`src/verilog/movret_pkg.sv`:
```
// Package holding constants, opcodes, states and carrier types of the move/return executor
package movret_pkg;

   // Widths of the datapath
   localparam int DataWidth = 8;
   localparam int FileAddrWidth = 7;
   localparam int PcWidth = 13;
   localparam int OpWidth = 14;
   localparam int StackDepth = 8;
   localparam int StackPtrWidth = 3;

   // Field positions within the 14-bit instruction word
   localparam int LiteralLsb = 0;
   localparam int FileAddrLsb = 0;

   // Interrupt control register: global enable bit position
   localparam int GlobalIrqEnableBit = 7;

   // Cycle counts per instruction
   localparam logic [1:0] CyclesSingle = 2'h1;
   localparam logic [1:0] CyclesDouble = 2'h2;

   // Reset values
   localparam logic [DataWidth-1:0] AccReset = 8'h00;
   localparam logic [PcWidth-1:0] PcReset = 13'h0000;
   localparam logic [DataWidth-1:0] IntconReset = 8'h00;
   localparam logic [StackPtrWidth-1:0] SpReset = 3'h0;

   // Opcode patterns, with masks for the operand fields
   localparam logic [OpWidth-1:0] OpCopyMask = 14'h3f80;
   localparam logic [OpWidth-1:0] OpCopyVal = 14'h0080;
   localparam logic [OpWidth-1:0] OpLoadMask = 14'h3c00;
   localparam logic [OpWidth-1:0] OpLoadVal = 14'h3000;
   localparam logic [OpWidth-1:0] OpRetlMask = 14'h3c00;
   localparam logic [OpWidth-1:0] OpRetlVal = 14'h3400;
   localparam logic [OpWidth-1:0] OpRetfie = 14'h0009;
   localparam logic [OpWidth-1:0] OpNopMask = 14'h3f9f;
   localparam logic [OpWidth-1:0] OpNopVal = 14'h0000;

   // Decoded instruction kinds
   typedef enum logic [2:0] {
      InsNop,
      InsCopyAccToFile,
      InsLoadLiteralToAcc,
      InsReturnFromInterrupt,
      InsReturnWithLiteral,
      InsOther
   } ins_t;

   // Sequencer states
   typedef enum logic [0:0] {
      StExec,
      StFlush
   } state_t;

   // Write request toward the file registers
   typedef struct packed {
      logic valid;
      logic [FileAddrWidth-1:0] addr;
      logic [DataWidth-1:0] data;
   } file_wr_t;

   // Fetched instruction from the fetch path
   typedef struct packed {
      logic valid;
      logic [PcWidth-1:0] pc;
      logic [OpWidth-1:0] word;
   } fetch_t;

endpackage : movret_pkg

```
`src/verilog/return_stack.sv`:
```
// Hardware return stack, eight entries, with registered top-of-stack read
module return_stack (
   // Clock, reset, enable
   input wire logic mclk,
   input wire logic resetn,
   input wire logic clkEn,
   // Push and pop requests
   input wire logic push,
   input wire logic [movret_pkg::PcWidth-1:0] pushData,
   input wire logic pop,
   // Registered top entry
   output logic [movret_pkg::PcWidth-1:0] stackTopEntry
);

   // Whole state in one struct
   typedef struct packed {
      logic [movret_pkg::StackDepth-1:0][movret_pkg::PcWidth-1:0] mem;
      logic [movret_pkg::StackPtrWidth-1:0] sp;
      logic [movret_pkg::PcWidth-1:0] top;
   } stk_t;

   stk_t s_q;
   stk_t s_d;

   // Circular stack: overflow wraps silently, as a tiny core does
   always_comb begin
      s_d = s_q;
      if (push) begin
         s_d.mem[s_q.sp] = pushData;
         s_d.sp = s_q.sp + 3'h1;
         s_d.top = pushData;
      end else if (pop) begin
         s_d.sp = s_q.sp - 3'h1;
         // Top after the pop is the entry below the popped one
         s_d.top = s_q.mem[s_q.sp - 3'h2];
      end
   end

   // State register
   always_ff @(posedge mclk) begin
      if (!resetn) begin
         s_q <= '0;
      end else if (clkEn) begin
         s_q <= s_d;
      end
   end

   assign stackTopEntry = s_q.top;

endmodule : return_stack

```
`src/verilog/move_and_return_instructions.sv`:
```
// Executor for copy, load-literal, no-op and the two return instructions
// How it works
// - copy accumulator to addressed file, one cycle
// - literal into accumulator, flags kept, one cycle
// - interrupt return pops stack into PC, two cycles
// - interrupt return sets global enable bit seven
// - return-with-literal loads literal, flags kept
// - return-with-literal pops stack into PC, two cycles
module move_and_return_instructions (
   // Clock, reset, enable
   input wire logic mclk,
   input wire logic resetn,
   input wire logic clkEn,
   // Instruction from fetch
   input wire movret_pkg::fetch_t fetch,
   // Subroutine call push from the rest of the core
   input wire logic callPush,
   input wire logic [movret_pkg::PcWidth-1:0] callReturnPc,
   // Interrupt control register write-back from software path
   input wire logic intconWr,
   input wire logic [movret_pkg::DataWidth-1:0] intconWrData,
   // Architectural outputs
   output logic [movret_pkg::DataWidth-1:0] acc,
   output logic [movret_pkg::PcWidth-1:0] pc,
   output logic [movret_pkg::DataWidth-1:0] interruptControlReg,
   output movret_pkg::file_wr_t fileWr,
   output logic flushFetch,
   output logic handled,
   output logic busy
);

   // One struct holds every bit of state outside the stack, so reset and the clock enable
   // act on all of it at once and nothing can slip out of step
   typedef struct packed {
      movret_pkg::state_t st; // Execute or flush cycle
      logic [movret_pkg::DataWidth-1:0] acc; // Accumulator
      logic [movret_pkg::PcWidth-1:0] pc; // Program counter
      logic [movret_pkg::DataWidth-1:0] interrupt_control_reg; // Interrupt control register
      movret_pkg::file_wr_t fileWr; // File write, valid for one cycle
      logic flush; // Discard-prefetch pulse
      logic handled; // Instruction recognised pulse
      logic busy; // Second cycle of a return
      logic [1:0] cyclesLeft; // Instruction cycles still owed
   } core_t;

   // Registered state and its next value
   core_t c_q;
   core_t c_d;
   // Decoded kind of the offered word
   movret_pkg::ins_t ins;
   // Pop request toward the stack
   logic stackPop;
   // Registered top entry of the stack
   logic [movret_pkg::PcWidth-1:0] stackTop;
   // Offered word is taken at this edge
   logic accept;

   // Decode; anything else belongs to other units
   // The patterns do not overlap, so the order only sets readability
   always_comb begin
      // Unknown words fall through to other units
      ins = movret_pkg::InsOther;
      if ((fetch.word & movret_pkg::OpCopyMask) == movret_pkg::OpCopyVal) begin
         // Accumulator to a file register
         ins = movret_pkg::InsCopyAccToFile;
      end else if ((fetch.word & movret_pkg::OpLoadMask) == movret_pkg::OpLoadVal) begin
         // Bits 9:8 are don't-cares of the literal load
         ins = movret_pkg::InsLoadLiteralToAcc;
      end else if ((fetch.word & movret_pkg::OpRetlMask) == movret_pkg::OpRetlVal) begin
         // Same don't-care bits as the literal load
         ins = movret_pkg::InsReturnWithLiteral;
      end else if (fetch.word == movret_pkg::OpRetfie) begin
         // Interrupt return is one exact word
         ins = movret_pkg::InsReturnFromInterrupt;
      end else if ((fetch.word & movret_pkg::OpNopMask) == movret_pkg::OpNopVal) begin
         // Bits 6:5 are ignored by the no-op
         ins = movret_pkg::InsNop;
      end
   end

   // New instruction only taken in the execute state
   assign accept = fetch.valid && (c_q.st == movret_pkg::StExec);
   // Both returns pop; nothing else touches the stack here
   assign stackPop = accept && ((ins == movret_pkg::InsReturnFromInterrupt) ||
                                (ins == movret_pkg::InsReturnWithLiteral));

   // Return stack; pop and push never collide since returns own the cycle.
   // Its top entry is registered, so a push is visible to a return offered
   // in the very next cycle. A push offered together with a return is
   // dropped; the rest of the core never asks for both at once.
   return_stack u_stack (
      .mclk(mclk),
      .resetn(resetn),
      .clkEn(clkEn),
      .push(callPush && !stackPop),
      .pushData(callReturnPc),
      .pop(stackPop),
      .stackTopEntry(stackTop)
   );

   // Next-state logic. A return loads the counter in its first cycle and
   // spends its second in the flush state, where the word fetched behind it
   // is thrown away; the fetch path learns of this from busy and flushFetch.
   always_comb begin
      // Everything holds by default
      c_d = c_q;
      // Pulses fall unless set below, so each stands for one cycle
      c_d.fileWr.valid = 1'b0;
      c_d.flush = 1'b0;
      c_d.handled = 1'b0;
      c_d.busy = 1'b0;
      // Software write to the control register, lower priority than interrupt return on bit seven
      if (intconWr) begin
         c_d.interrupt_control_reg = intconWrData;
      end
      // Sequencer: execute a taken word, or finish a return
      unique case (c_q.st)
         movret_pkg::StExec: begin
            // Idle cycles leave everything but the pulses and a software control write alone
            if (accept) begin
               // Counter past the taken word unless a return reloads it
               c_d.pc = fetch.pc + 13'h0001;
               // Pulse only for the five instructions of this unit
               c_d.handled = (ins != movret_pkg::InsOther);
               // One cycle unless a return asks for two
               c_d.cyclesLeft = movret_pkg::CyclesSingle;
               unique case (ins)
                  movret_pkg::InsCopyAccToFile: begin
                     // Accumulator to file, no flags touched
                     c_d.fileWr.valid = 1'b1;
                     c_d.fileWr.addr = fetch.word[movret_pkg::FileAddrLsb +: 7];
                     c_d.fileWr.data = c_q.acc;
                  end
                  movret_pkg::InsLoadLiteralToAcc: begin
                     // Literal replaces the accumulator, flags kept
                     c_d.acc = fetch.word[movret_pkg::LiteralLsb +: 8];
                  end
                  movret_pkg::InsReturnFromInterrupt: begin
                     // Counter from the stack top, popped at this edge
                     c_d.pc = stackTop;
                     // Enable set after any software write, so it wins
                     c_d.interrupt_control_reg[movret_pkg::GlobalIrqEnableBit] = 1'b1;
                     // Prefetched word behind the return is stale
                     c_d.flush = 1'b1;
                     c_d.busy = 1'b1;
                     c_d.cyclesLeft = movret_pkg::CyclesDouble;
                     c_d.st = movret_pkg::StFlush;
                  end
                  movret_pkg::InsReturnWithLiteral: begin
                     // Literal and return address land together
                     c_d.acc = fetch.word[movret_pkg::LiteralLsb +: 8];
                     c_d.pc = stackTop;
                     // Prefetched word behind the return is stale
                     c_d.flush = 1'b1;
                     c_d.busy = 1'b1;
                     c_d.cyclesLeft = movret_pkg::CyclesDouble;
                     c_d.st = movret_pkg::StFlush;
                  end
                  movret_pkg::InsNop: begin
                     // Only the counter moves on
                     c_d.pc = fetch.pc + 13'h0001;
                  end
                  movret_pkg::InsOther: begin
                     // Other units own these; counter tracked anyway
                     c_d.handled = 1'b0;
                  end
                  default: begin
                     // Spare codes of the kind field
                     c_d.handled = 1'b0;
                  end
               endcase
            end
         end
         movret_pkg::StFlush: begin
            // Second cycle of a return: discard the prefetched word
            if (c_q.cyclesLeft > movret_pkg::CyclesSingle) begin
               // Count the flush cycle off the return's budget
               c_d.cyclesLeft = c_q.cyclesLeft - 2'h1;
            end else begin
               // A spent budget cannot hold the sequencer here
               c_d.cyclesLeft = movret_pkg::CyclesSingle;
            end
            // Budget spent: the next word may be taken
            if (c_d.cyclesLeft == movret_pkg::CyclesSingle) begin
               c_d.st = movret_pkg::StExec;
            end
         end
      endcase
   end

   // State register with synchronous reset and clock enable. The stack
   // shares the enable, so a frozen core never loses a pushed address
   // and a return never sees a stack that moved on without it.
   always_ff @(posedge mclk) begin
      if (!resetn) begin
         // Stack state is reset inside its own module
         c_q.st <= movret_pkg::StExec;
         c_q.acc <= movret_pkg::AccReset;
         c_q.pc <= movret_pkg::PcReset;
         c_q.interrupt_control_reg <= movret_pkg::IntconReset;
         c_q.fileWr <= '0;
         c_q.flush <= 1'b0;
         c_q.handled <= 1'b0;
         c_q.busy <= 1'b0;
         c_q.cyclesLeft <= movret_pkg::CyclesSingle;
      end else if (clkEn) begin
         c_q <= c_d;
      end
   end

   // Outputs straight from flip-flops; busy has its own bit so that no
   // decode sits between the state register and the pin
   assign acc = c_q.acc;
   assign pc = c_q.pc;
   assign interruptControlReg = c_q.interrupt_control_reg;
   assign fileWr = c_q.fileWr;
   assign flushFetch = c_q.flush;
   assign handled = c_q.handled;
   assign busy = c_q.busy;

endmodule : move_and_return_instructions

```
`config.mk`:
```
export PLATFORM = sky130hd
export DESIGN_NAME = move_and_return_instructions
export DESIGN_NICKNAME = d
export VERILOG_FILES = /design/src/verilog/movret_pkg.sv /design/src/verilog/return_stack.sv /design/src/verilog/move_and_return_instructions.sv
export SDC_FILE = /design/constraint.sdc
export NUM_CORES = 1
export LEC_CHECK = 0
export ABC_CLOCK_PERIOD_IN_PS = 4600
export BUFFER_PORTS_ARGS = -buffer_cell sky130_fd_sc_hd__clkbuf_2
export CORE_UTILIZATION = 42
export DETAILED_ROUTE_END_ITERATION = 10
export GPL_TIMING_DRIVEN = 0
export PLACE_DENSITY_LB_ADDON = 0.1
export SLEW_MARGIN = 5
export SYNTH_ARGS = -nofsm -noshare
export SYNTH_HDL_FRONTEND = slang
export SYNTH_HIERARCHICAL = 1
export SYNTH_SLANG_ARGS = --single-unit
```
`constraint.sdc`:
```
create_clock -name mclk -period 4.6 [get_ports mclk]
set_clock_uncertainty 0.1 [all_clocks]
set_input_delay 0.92 -clock mclk [delete_from_list [all_inputs] [get_ports mclk]]
set_output_delay 0.92 -clock mclk [all_outputs]
set_load 0.01 [all_outputs]
```
# Word-level counts from Yosys, hierarchy flattened

Index checks and enable logic that the tools add are counted.

Word-level logic and storage cells: 91
Bits in registers: 171

$lt $le $gt $ge: 4
Reductions and logical operators: 19
Bitwise logic cells: 1
Mux-type cells: 29
Add/sub/neg operators: 5
Eq/ne operators: 11

Operator list:

| operator                | number |
|---|---|
| $bwmux W104             | 1 |
| $mux W16                | 3 |
| $bmux W13 S3            | 1 |
| $demux W13 S3           | 1 |
| $mux W13                | 3 |
| $mux W23                | 1 |
| $mux W21                | 1 |
| $mux W19                | 1 |
| $mux W3                 | 6 |
| $mux W8                 | 2 |
| $eq A14 B4 Y1 const B   | 1 |
| $logic_not A14 Y1       | 1 |
| $add A13 B1 Y13 const B | 1 |
| $eq A4 B4 Y1 const B    | 2 |
| $lt A3 B4 Y1 const B    | 2 |
| $reduce_and A2 Y1       | 4 |
| $reduce_and A4 Y1       | 2 |
| $eq A7 B1 Y1 const B    | 1 |
| $eq A3 B2 Y1 const B    | 2 |
| $mux W1                 | 5 |
| $reduce_or A5 Y1        | 1 |
| $logic_and A1 B1 Y1     | 4 |
| $mux W2                 | 2 |
| $pmux W2 S2             | 1 |
| other kinds (19)        | 20 |

# Longest topological paths before layout

Gate-level depths: netlist (run 1).

Depth in word-level cells: 13
Depth in mapped cells: 11

# Cells and area by module

The synthesis (run 1) kept the hierarchy.

By module, submodules not included:

| module                       | times used | cells each | area each (um^2) |
|---|---|---|---|
| return_stack                 | 1          | 680        | 5776.8 |
| move_and_return_instructions | 1          | 329        | 2688.8 |

# Worst setup path before layout (run 1)

OpenSTA, ideal clock, no wires.

Path kind: input-to-reg
Start point: in fetch[0] in the netlist's numbering
End point: reg u_stack/s_q[15] in the netlist's numbering
Library setup time: 0.115 ns
Setup slack: 1.452 ns
Required time: 4.385 ns
Stages on the path: 11
Data arrival time: 2.933 ns
Path through: nor4bb_1 -> nand4_1 -> nand2_1 -> and2_1 -> nor2b_1 -> inv_1 -> fa_1 -> nor3b_1 -> o21ai_0 -> xnor2_1 -> and2_1

Longest elaborated chain between the ends: 13
Elaborated cells between the ends (all ways): 16
Classes of those cells: 3 x eq/ne; 6 x mux; 7 x reduce/logical

Ends and longest elaborated chain:

| item                                                | line                                                                   | source |
|---|---|---|
| start: declaration                                  | move_and_return_instructions.sv:15                                     | `input wire movret_pkg::fetch_t fetch,` |
| $logic_not A14 Y1                                   | move_and_return_instructions.sv:75                                     | `end else if ((fetch.word & movret_pkg::OpNopMask) == movret_pkg::OpNopVal) begin` |
| $mux W3                                             | move_and_return_instructions.sv:75                                     |  |
| $mux W3 (*)                                         | move_and_return_instructions.sv:72                                     | `end else if (fetch.word == movret_pkg::OpRetfie) begin` |
| $mux W3 (*)                                         | move_and_return_instructions.sv:69                                     | `end else if ((fetch.word & movret_pkg::OpRetlMask) == movret_pkg::OpRetlVal) begin` |
| $mux W3 (*)                                         | move_and_return_instructions.sv:66                                     | `end else if ((fetch.word & movret_pkg::OpLoadMask) == movret_pkg::OpLoadVal) begin` |
| $mux W3 (*)                                         | move_and_return_instructions.sv:63                                     | `if ((fetch.word & movret_pkg::OpCopyMask) == movret_pkg::OpCopyVal) begin` |
| $eq A3 B2 Y1 / $eq A3 B3 Y1 (equally long branches) | move_and_return_instructions.sv:84, move_and_return_instructions.sv:85 |  |
| $logic_or A1 B1 Y1 (*)                              | move_and_return_instructions.sv:84                                     | `assign stackPop = accept && ((ins == movret_pkg::InsReturnFromInterrupt) \|\|` |
| $logic_and A1 B1 Y1 (*)                             | move_and_return_instructions.sv:84                                     |  |
| named net stackPop                                  | move_and_return_instructions.sv:52                                     | `logic stackPop;` |
| $logic_not A1 Y1                                    | move_and_return_instructions.sv:95                                     | `.push(callPush && !stackPop),` |
| $logic_and A1 B1 Y1                                 | move_and_return_instructions.sv:95                                     |  |
| $reduce_bool A2 Y1 (no line)                        | --                                                                     |  |
| $reduce_and A2 Y1 (no line)                         | --                                                                     |  |
| end signal: assignment                              | return_stack.sv:42                                                     | `s_q <= '0;` |
| end signal: assignment                              | return_stack.sv:44                                                     | `s_q <= s_d;` |
| end: declaration                                    | return_stack.sv:22                                                     | `stk_t s_q;` |

Mark *: on every way through the listed nets, which the timed path passes. The rest lies on a longest branch.
A chain may end at the register's enable or synchronous reset.

# Worst setup path after layout (run 1)

Start point: in fetch[0] in the netlist's numbering
End point: reg u_stack/s_q[72] in the netlist's numbering

Longest elaborated chain between the ends: 12
Elaborated cells between the ends (all ways): 14
Classes of those cells: 3 x eq/ne; 5 x mux; 6 x reduce/logical

Ends and longest elaborated chain:

| item                                                | line |
|---|---|
| $logic_not A14 Y1                                   | move_and_return_instructions.sv:75 |
| $mux W3                                             | move_and_return_instructions.sv:75 |
| $mux W3 (*)                                         | move_and_return_instructions.sv:72 |
| $mux W3 (*)                                         | move_and_return_instructions.sv:69 |
| $mux W3 (*)                                         | move_and_return_instructions.sv:66 |
| $mux W3 (*)                                         | move_and_return_instructions.sv:63 |
| $eq A3 B2 Y1 / $eq A3 B3 Y1 (equally long branches) | move_and_return_instructions.sv:84, move_and_return_instructions.sv:85 |
| $logic_or A1 B1 Y1 (*)                              | move_and_return_instructions.sv:84 |
| $logic_and A1 B1 Y1 (*)                             | move_and_return_instructions.sv:84 |
| named net stackPop                                  | move_and_return_instructions.sv:52 |
| $logic_not A1 Y1 (*)                                | move_and_return_instructions.sv:95 |
| $logic_and A1 B1 Y1 (*)                             | move_and_return_instructions.sv:95 |
| $reduce_and A2 Y1 (no line) (*)                     | -- |

Marked as above.

==> results of run 1 <==
-- power by group through the flow --
stage                     sequential [mW]  combinational [mW]  clock [mW]
after floorplan                      1.55               0.273           0
after global placement               1.55               0.403           0
after detailed placement             1.55               0.405           0
after CTS                            1.52               0.406        1.48
after global routing                 1.52               0.442        1.53
final                                1.52               0.408        1.45
-- layout make-up --
class / instances / area [um2]
inverters: 4 / 15.01
multi-input cells: 701 / 4184
plain buffers: 134 / 863.3
well taps: 265 / 331.6
fillers: 1946 / 9773
clock inverters: 13 / 141.4
repair buffers: 87 / 435.4
flip-flops and latches: 170 / 3403
clock buffers: 19 / 442.9
-- cells in the mapped netlist (2+ instances only) --
cell                         n
sky130_fd_sc_hd__inv_1       4
sky130_fd_sc_hd__nand3_1    28
sky130_fd_sc_hd__nor2b_1     6
sky130_fd_sc_hd__xor2_1      6
sky130_fd_sc_hd__a22o_1     13
sky130_fd_sc_hd__clkbuf_1   32
sky130_fd_sc_hd__ha_1        5
sky130_fd_sc_hd__nand2b_1    3
sky130_fd_sc_hd__o21ai_0    21
sky130_fd_sc_hd__nand3_2     3
sky130_fd_sc_hd__a21boi_0   83
sky130_fd_sc_hd__mux2i_1    65
sky130_fd_sc_hd__nand2_1   310
sky130_fd_sc_hd__buf_4      73
sky130_fd_sc_hd__and4_1      2
sky130_fd_sc_hd__nand4_1     7
sky130_fd_sc_hd__a21oi_1     2
sky130_fd_sc_hd__a21boi_1   46
sky130_fd_sc_hd__a31oi_1     2
sky130_fd_sc_hd__xnor2_1     7
sky130_fd_sc_hd__nor2_2      3
sky130_fd_sc_hd__a22oi_1    26
sky130_fd_sc_hd__buf_6       5
sky130_fd_sc_hd__nor2_1     13
sky130_fd_sc_hd__buf_2      21
sky130_fd_sc_hd__o31ai_1     4
sky130_fd_sc_hd__buf_8       2
sky130_fd_sc_hd__nor4_1      2
sky130_fd_sc_hd__dfxtp_1   170
sky130_fd_sc_hd__o21ai_1     5
sky130_fd_sc_hd__nor3_4      2
sky130_fd_sc_hd__and3_1      2
sky130_fd_sc_hd__and2_1      9
sky130_fd_sc_hd__nor2_4      5
sky130_fd_sc_hd__o221ai_1    3
-- layer usage --
metal,vias up,global-route usage
li1,3549,-
met2,157,0.3717
met1,3249,0.3105
met4,0,0.07503
met3,29,0.03179
met5,-,0
-- path summary, 6_finish.rpt --
kind                                           endpoint  cells after the start
setup / recovery           u_stack/s_q[72]$_SDFFE_PN0P_                     12
hold / removal            u_stack/s_q[104]$_SDFFE_PN0P_                      2
setup reg to reg  u_stack/stackTopEntry[5]$_SDFFE_PN0P_                      7
hold reg to reg           u_stack/s_q[104]$_SDFFE_PN0P_                      2
-- per-stage QoR --
stage	worst slack [ns]	hold WS [ns]	cells	util
final	1.177	0.3494	1393	0.5011
after global routing	0.9539	0.3686	1393	0.5011
after CTS	1.170	0.3529	1393	0.5011
after detailed placement	0.7320	0.3440	1361	0.4713
after global placement	0.8428	0.3400	1361	0.4713
after floorplan	1.452	0.3344	1009	-
-- registers in the layout, summed over array words and instances (netlist names) --
signal / cells
acc: 8
flushFetch: 1
handled: 1
c_q: 3
pc: 13
u_stack/stackTopEntry: 13
fileWr: 16
interruptControlReg: 8
u_stack/s_q: 107
-- cells by family after synthesis --
group	count (synthesis)	share of synthesized area
buf+inv	138	0.1038
mux	65	0.07685
flops	170	0.4020
compound gates	211	0.1825
xor+xnor	13	0.01345
fa+ha+maj	6	0.009755
simple gates	406	0.2116
-- worst max-delay path, delay by kind of cell --
| family | cells | cell delay [ns] |
|---|---|---|
| AND/OR/NAND/NOR | 8 | 2.02 |
| buffers and inverters | 3 | 0.57 |
| AO/OA/AOI/OAI | 1 | 0.17 |
==> results.yml, run 1 <==
hold_path:
  worstHoldPathType: "flop to flop"
  hold_path.startpoint: "u_stack/s_q[104]$_SDFFE_PN0P_"
status:
  outcome: "finished, final reports clean"
logic_synthesis:
  yosys_register_bits: 170
  ys_types: 54
  yosys-top-cells-area: "sky130_fd_sc_hd__dfxtp_1 40%, sky130_fd_sc_hd__nand2_1 14%, sky130_fd_sc_hd__mux2i_1 7.7%, sky130_fd_sc_hd__a21boi_0 7.4%, sky130_fd_sc_hd__buf_4 6.5%"
  synthesis.area_um2: 8466
  yosys_most_used_dff: "sky130_fd_sc_hd__dfxtp_1"
  syn-instance-count: 1009
  synth-edff-count: 0
  synth_top_area_share: 0.4020
  seq_area_frac_synth: 0.4020
  synth-async-reset-ratio: 0
  yosys_warnings: 6
  syn_area_per_cell_um2: 8.390
  netlist.top_cell.by_area: "sky130_fd_sc_hd__dfxtp_1"
  syn-num-nets: 1069
critical_path:
  timing.critical_path.from: "fetch[0]"
  critPathLaunchType: "input port"
  cp_data_arrival_time_ns: 3.68
  data_required_time_of_the_critical_path_ns: 4.86
  setup.reg_to_reg.worst_slack_ns: 2.14
  critical_path.cell_chain: "clkbuf_2 > nor4bb_1 > nand4_1 > nand2_1 > and2_1 > nor2b_1 > buf_6 > and2b_4 > nand3_1 > buf_2 > nand2_1 > a21boi_1"
  cp_max_fanout: 10
  r2r-start: "u_stack/s_q[14]$_SDFFE_PN0P_"
  critical_path_cell_with_the_highest_stage_delay: "sky130_fd_sc_hd__nor4bb_1"
  max_stage_delay_ns: 0.42
  worst-setup-path-type: "input port to flop"
  cpMostUsedCell: "sky130_fd_sc_hd__nand2_1"
  setup.worst_path.end_class: "flop"
sta:
  finalHoldViolations: 0
  period_needed_ns: 3.423
  slew-limit-headroom: 0.5586
  tightestPinTransition_ns: 0.6621
  total_neg_setup_slack_ns: 0
  report.final.setup_viol: 0
  fmaxAchievable_mhz: 292.1
  setup_repair_after_global_routing_missed_its_margin: "no"
  period_share: 0.7441
  slew_viol_final: 0
grt:
  grt_pass1_vias: 6494
  grt_first_pass_wirelength_um: 35700
  global_route.usage.total: 0.2285
  grt_max_degree: 17
  antenna_violations_before_repair: 0
  globalRoute.totalOverflow: 0
final_layout:
  layout_common_cells: "310 x sky130_fd_sc_hd__nand2_1, 170 x sky130_fd_sc_hd__dfxtp_1, 87 x sky130_fd_sc_hd__clkbuf_2"
  mostFrequentLayoutCell: "sky130_fd_sc_hd__nand2_1"
  finish.net_count: 1175
  final_layout_size_suffix_gt1_frac: 0.2128
  antennaDiodeCount: 0
  design_area_um2: 9817
  syn2layout_area_growth_pct: 15.96
place:
  finalWeightedCongestion: 0.8282
  placement.cell_area_um2: 9233
  hpwl_um: 16650
  port_buffers: 87
floorplanning:
  core-area_um2: 19590
  fp-row-count: 51
  boundaryPins: 102
  area_of_the_die_um2: 20730
  chipHeight_um: 144.0
  start_util: 0.4321
  die_width_um: 144.0
clock_tree:
  clkSlewWorstSetupHoldPaths_ns: 0.07
  cts_max_level: 4
  clkSinkCount: 170
  cts-root-to-sink-buffers: 2
  numCtsBuffers: 17
  clkLatencyLatePin_ns: 0.44
  cts_hold_buf: 0
  post_cts.resized_instances: 0
  post_cts_buffers: 0
  tritoncts: "done"
  cts_root_buffer: "sky130_fd_sc_hd__clkbuf_16"
flow_run:
  maximum_capacitance_violations: 0
power:
  power.total_mw: 3.379
  total_power_divided_by_cell_area_nw_per_um2: 344.2
  vdd_ir_drop_max_uv: 245.2
  p_leak_nw: 3.715
  combPwrFrac: 0.121
  p_switching_uw: 890.2
  power.share.switching: 0.2635
  internal_power_mw: 2.489
  share_clk_of_total_power: 0.429
  p_seq_frac: 0.450
drt:
  routedWlPerCell_um: 16.32
  routed_via_density: 5.014
  highest_routing_layer_actually_used: "met4"
  routed_wirelength_um: 22730
  postRouteAntennaNets: 0
  drt_pass1_iterations: 5
  detail_route.wirelength.met1_um: 10890
  drt_iter0_markers: 325
  met2_wl_post_dr_um: 10550
  routed-via-count: 6984
  detail_route.drc_violations: 0
  wl_met3_um: 912
Power figures use the tool's default switching activity.
==> run 2: changes to the inputs <==
--- a/config.mk
+++ b/config.mk
@@ -5,7 +5,8 @@
 export SDC_FILE = /design/constraint.sdc
 export NUM_CORES = 1
 export LEC_CHECK = 0
-export ABC_CLOCK_PERIOD_IN_PS = 4600
+export ABC_AREA = 1
+export ABC_CLOCK_PERIOD_IN_PS = 3500
 export BUFFER_PORTS_ARGS = -buffer_cell sky130_fd_sc_hd__clkbuf_2
 export CORE_UTILIZATION = 42
 export DETAILED_ROUTE_END_ITERATION = 10
==> constraint.sdc (replaced) <==
create_clock -name mclk -period 3.5 [get_ports mclk]
set_clock_uncertainty 0.1 [all_clocks]
set_input_delay 0.7 -clock mclk [delete_from_list [all_inputs] [get_ports mclk]]
set_output_delay 0.7 -clock mclk [all_outputs]
set_load 0.01 [all_outputs]
==> run 2 against run 1 <==
  * Routed wire length grew 4.0%
  * Largest power group unchanged
  * Final area is 0.61% lower
  * Hold slack improved by 0.0021 ns
==> results.yml, run 2 <==
sta:
  slew_viol_final: 0
  finalHoldViolations: 0
  fmaxAchievable_mhz: 353.2
  total_neg_setup_slack_ns: 0
  period_needed_ns: 2.831
  report.final.setup_viol: 0
  period_share: 0.8090
  slew-limit-headroom: 0.4659
  setup_repair_after_global_routing_missed_its_margin: "no"
  tightestPinTransition_ns: 0.8012
  fin_hold_ws_ns: 0.3516
critical_path:
  critical_path_cell_with_the_highest_stage_delay: "sky130_fd_sc_hd__fa_1"
  cp_data_arrival_time_ns: 3.04
  critPathLaunchType: "input port"
  cp.depth: 15
  worst-setup-path-type: "input port to flop"
  data_required_time_of_the_critical_path_ns: 3.71
  critical_path.cell_chain: "clkbuf_2 > nor2_4 > nand2_1 > nor2_4 > nand2_2 > nand2_4 > nand2_1 > inv_1 > nor2_1 > buf_4 > inv_1 > buf_1 > fa_1 > o21ai_0 > a21oi_1"
  critical_path.n_buffers_inverters: 5
  timing.critical_path.max_delay_family: "buffers and inverters"
  setup.worst_path.end_class: "flop"
  max_stage_delay_ns: 0.48
  cp_max_fanout: 10
  r2r_cells: 9
hold_path:
  worstHoldPathCells: 2
  worstHoldPathType: "flop to flop"
grt:
  grt_max_degree: 17
  antenna_violations_before_repair: 0
  global_route.usage.total: 0.2362
  grt_first_pass_wirelength_um: 36290
  globalRoute.totalOverflow: 0
  grt_pass1_vias: 6754
final_layout:
  multi_input_comb_area_um2: 3608
  largest_reg_flops: 107
  mostFrequentLayoutCell: "sky130_fd_sc_hd__nand2_1"
  final_cells: 1538
  antennaDiodeCount: 0
  sequential_cell_area_um2: 3403
  largest_reg_by_ff_count: "u_stack/s_q"
  reg.largest.list: "u_stack/s_q (107), fileWr (16)"
  final.fill_count: 2030
  finish.net_count: 1321
  layout_common_cells: "178 x sky130_fd_sc_hd__nand2_1, 170 x sky130_fd_sc_hd__dfxtp_1, 154 x sky130_fd_sc_hd__a21oi_1"
  syn2layout_area_growth_pct: 17.02
  final_layout_size_suffix_gt1_frac: 0.2286
floorplanning:
  area_of_the_die_um2: 20420
  start_util: 0.4284
  boundaryPins: 102
  die_width_um: 142.9
  fp-row-count: 51
  chipHeight_um: 142.9
  core-area_um2: 19460
logic_synthesis:
  synthTopCellsByCount: "178 x sky130_fd_sc_hd__nand2_1, 170 x sky130_fd_sc_hd__dfxtp_1, 154 x sky130_fd_sc_hd__a21oi_1"
  yosys_most_used_dff: "sky130_fd_sc_hd__dfxtp_1"
  ys_types: 40
  yosys_register_bits: 170
  yosys-top-cells-area: "sky130_fd_sc_hd__dfxtp_1 41%, sky130_fd_sc_hd__a21oi_1 9.2%, sky130_fd_sc_hd__o21ai_0 8.2%, sky130_fd_sc_hd__nand2_1 8.0%, sky130_fd_sc_hd__nand3_1 6.9%"
  yosys_warnings: 6
  synth-async-reset-ratio: 0
  synthesis.area_um2: 8338
  syn-num-nets: 1202
  seq_area_frac_synth: 0.4082
  synth_top_area_share: 0.4082
  synth-edff-count: 0
  netlist.top_cell.by_area: "sky130_fd_sc_hd__dfxtp_1"
  synth.most_common_cell: "sky130_fd_sc_hd__nand2_1"
  syn_area_per_cell_um2: 7.301
  syn-instance-count: 1142
clock_tree:
  post_cts.resized_instances: 0
  cts_hold_buf: 0
  tritoncts: "done"
  cts_max_level: 4
  clkSlewWorstSetupHoldPaths_ns: 0.06
  clkLatencyLatePin_ns: 0.43
  cts-root-to-sink-buffers: 2
  numCtsBuffers: 17
  clkSinkCount: 170
  cts_root_buffer: "sky130_fd_sc_hd__clkbuf_16"
  post_cts_buffers: 0
drt:
  routed_wirelength_um: 23640
  postRouteAntennaNets: 0
  routedWlPerCell_um: 15.37
  detail_route.drc_violations: 0
  drt_pass1_iterations: 5
  routed-via-count: 7675
  drt_iter0_markers: 605
  routed_via_density: 4.990
place:
  placed_cells_incl_taps: 1507
  port_buffers: 100
  hpwl_um: 17160
  finalWeightedCongestion: 0.8814
flow_run:
  maximum_capacitance_violations: 0
power:
  vdd_ir_drop_max_uv: 352.2
  total_power_divided_by_cell_area_nw_per_um2: 464.8
  p_leak_nw: 4.140
status:
  outcome: "finished, final reports clean"
## run 2: cell types whose count changed in the layout (fill, tap and decap cells not counted), sizes merged, moves of 65 or more
| cell | delta |
|---|---|
| nand3 | +95 |
| o21ai | +117 |
| a21boi | -129 |
| nand2 | -123 |
| mux2i | -65 |
| a21oi | +169 |
| inv | +130 |
## run 2: final timing paths
check,slack [ns],end,startpoint
max reg2reg,0.82,u_stack/stackTopEntry[7]$_SDFFE_PN0P_,u_stack/s_q[14]$_SDFFE_PN0P_
max,0.67,u_stack/s_q[14]$_SDFFE_PN0P_,fetch[10]
min reg2reg,0.35,u_stack/s_q[84]$_SDFFE_PN0P_,u_stack/s_q[84]$_SDFFE_PN0P_
min,0.35,u_stack/s_q[84]$_SDFFE_PN0P_,u_stack/s_q[84]$_SDFFE_PN0P_
## run 2: where the power goes
part           leakage [nW]  switching [mW]  internal [mW]  total [mW]
Combinational          2.48           0.409          0.217       0.626
Clock                 0.280           0.814           1.07        1.89
Sequential             1.38          0.0271           2.00        2.02
## run 2: stage by stage
step                instance area [um2]  power [mW]    util  setup slack (ns)
finish                             9757       4.535  0.5013            0.6686
global route                       9757       4.704  0.5013            0.5133
CTS                                9757       4.555  0.5013            0.6689
detailed placement                 9170       2.681  0.4712            0.2414
global placement                   9170       2.679  0.4712            0.2730
floorplan                          8338       2.459       -            0.6369
## run 2: cells by family (layout without fill, tap and decap cells)
logic type | after synthesis | count (layout) | share of synthesized area
simple gates | 374 | 374 | 0.2095
fa+ha+maj | 6 | 6 | 0.009904
flops | 170 | 170 | 0.4082
compound gates | 321 | 321 | 0.2050
buf+inv | 263 | 394 | 0.1591
xor+xnor | 8 | 8 | 0.008404
## run 2: worst register-to-register path: stages (launching register included)
cell and delay (ns):
sky130_fd_sc_hd__dfxtp_1 0.40, sky130_fd_sc_hd__buf_2 0.26, sky130_fd_sc_hd__inv_2 0.13, sky130_fd_sc_hd__buf_2 0.24, sky130_fd_sc_hd__ha_1 0.39, sky130_fd_sc_hd__inv_1 0.14
sky130_fd_sc_hd__clkbuf_1 0.38, sky130_fd_sc_hd__nand3_1 0.26, sky130_fd_sc_hd__nand3_1 0.20, sky130_fd_sc_hd__a21oi_1 0.09
## run 2: cell type report
type                            instances  area share
Multi-Input combinational cell        709      0.3698
Sequential cell                       170      0.3488
Buffer                                125     0.08259
Inverter                              138     0.05335
Timing Repair Buffer                  100     0.05130
Clock buffer                           18     0.04501
Tap cell                              265     0.03398
Clock inverter                         13     0.01513
## run 2: per-layer routing
| metal | up-vias | part of all wire | GRT usage |
|---|---|---|---|
| met2 | 180 | 0.45 | 0.3694 |
| met1 | 3549 | 0.48 | 0.3290 |
| met4 | 0 | 0.021 | 0.08546 |
| li1 | 3911 | - | - |
| met5 | - | 0 | 0 |
| met3 | 35 | 0.044 | 0.03387 |
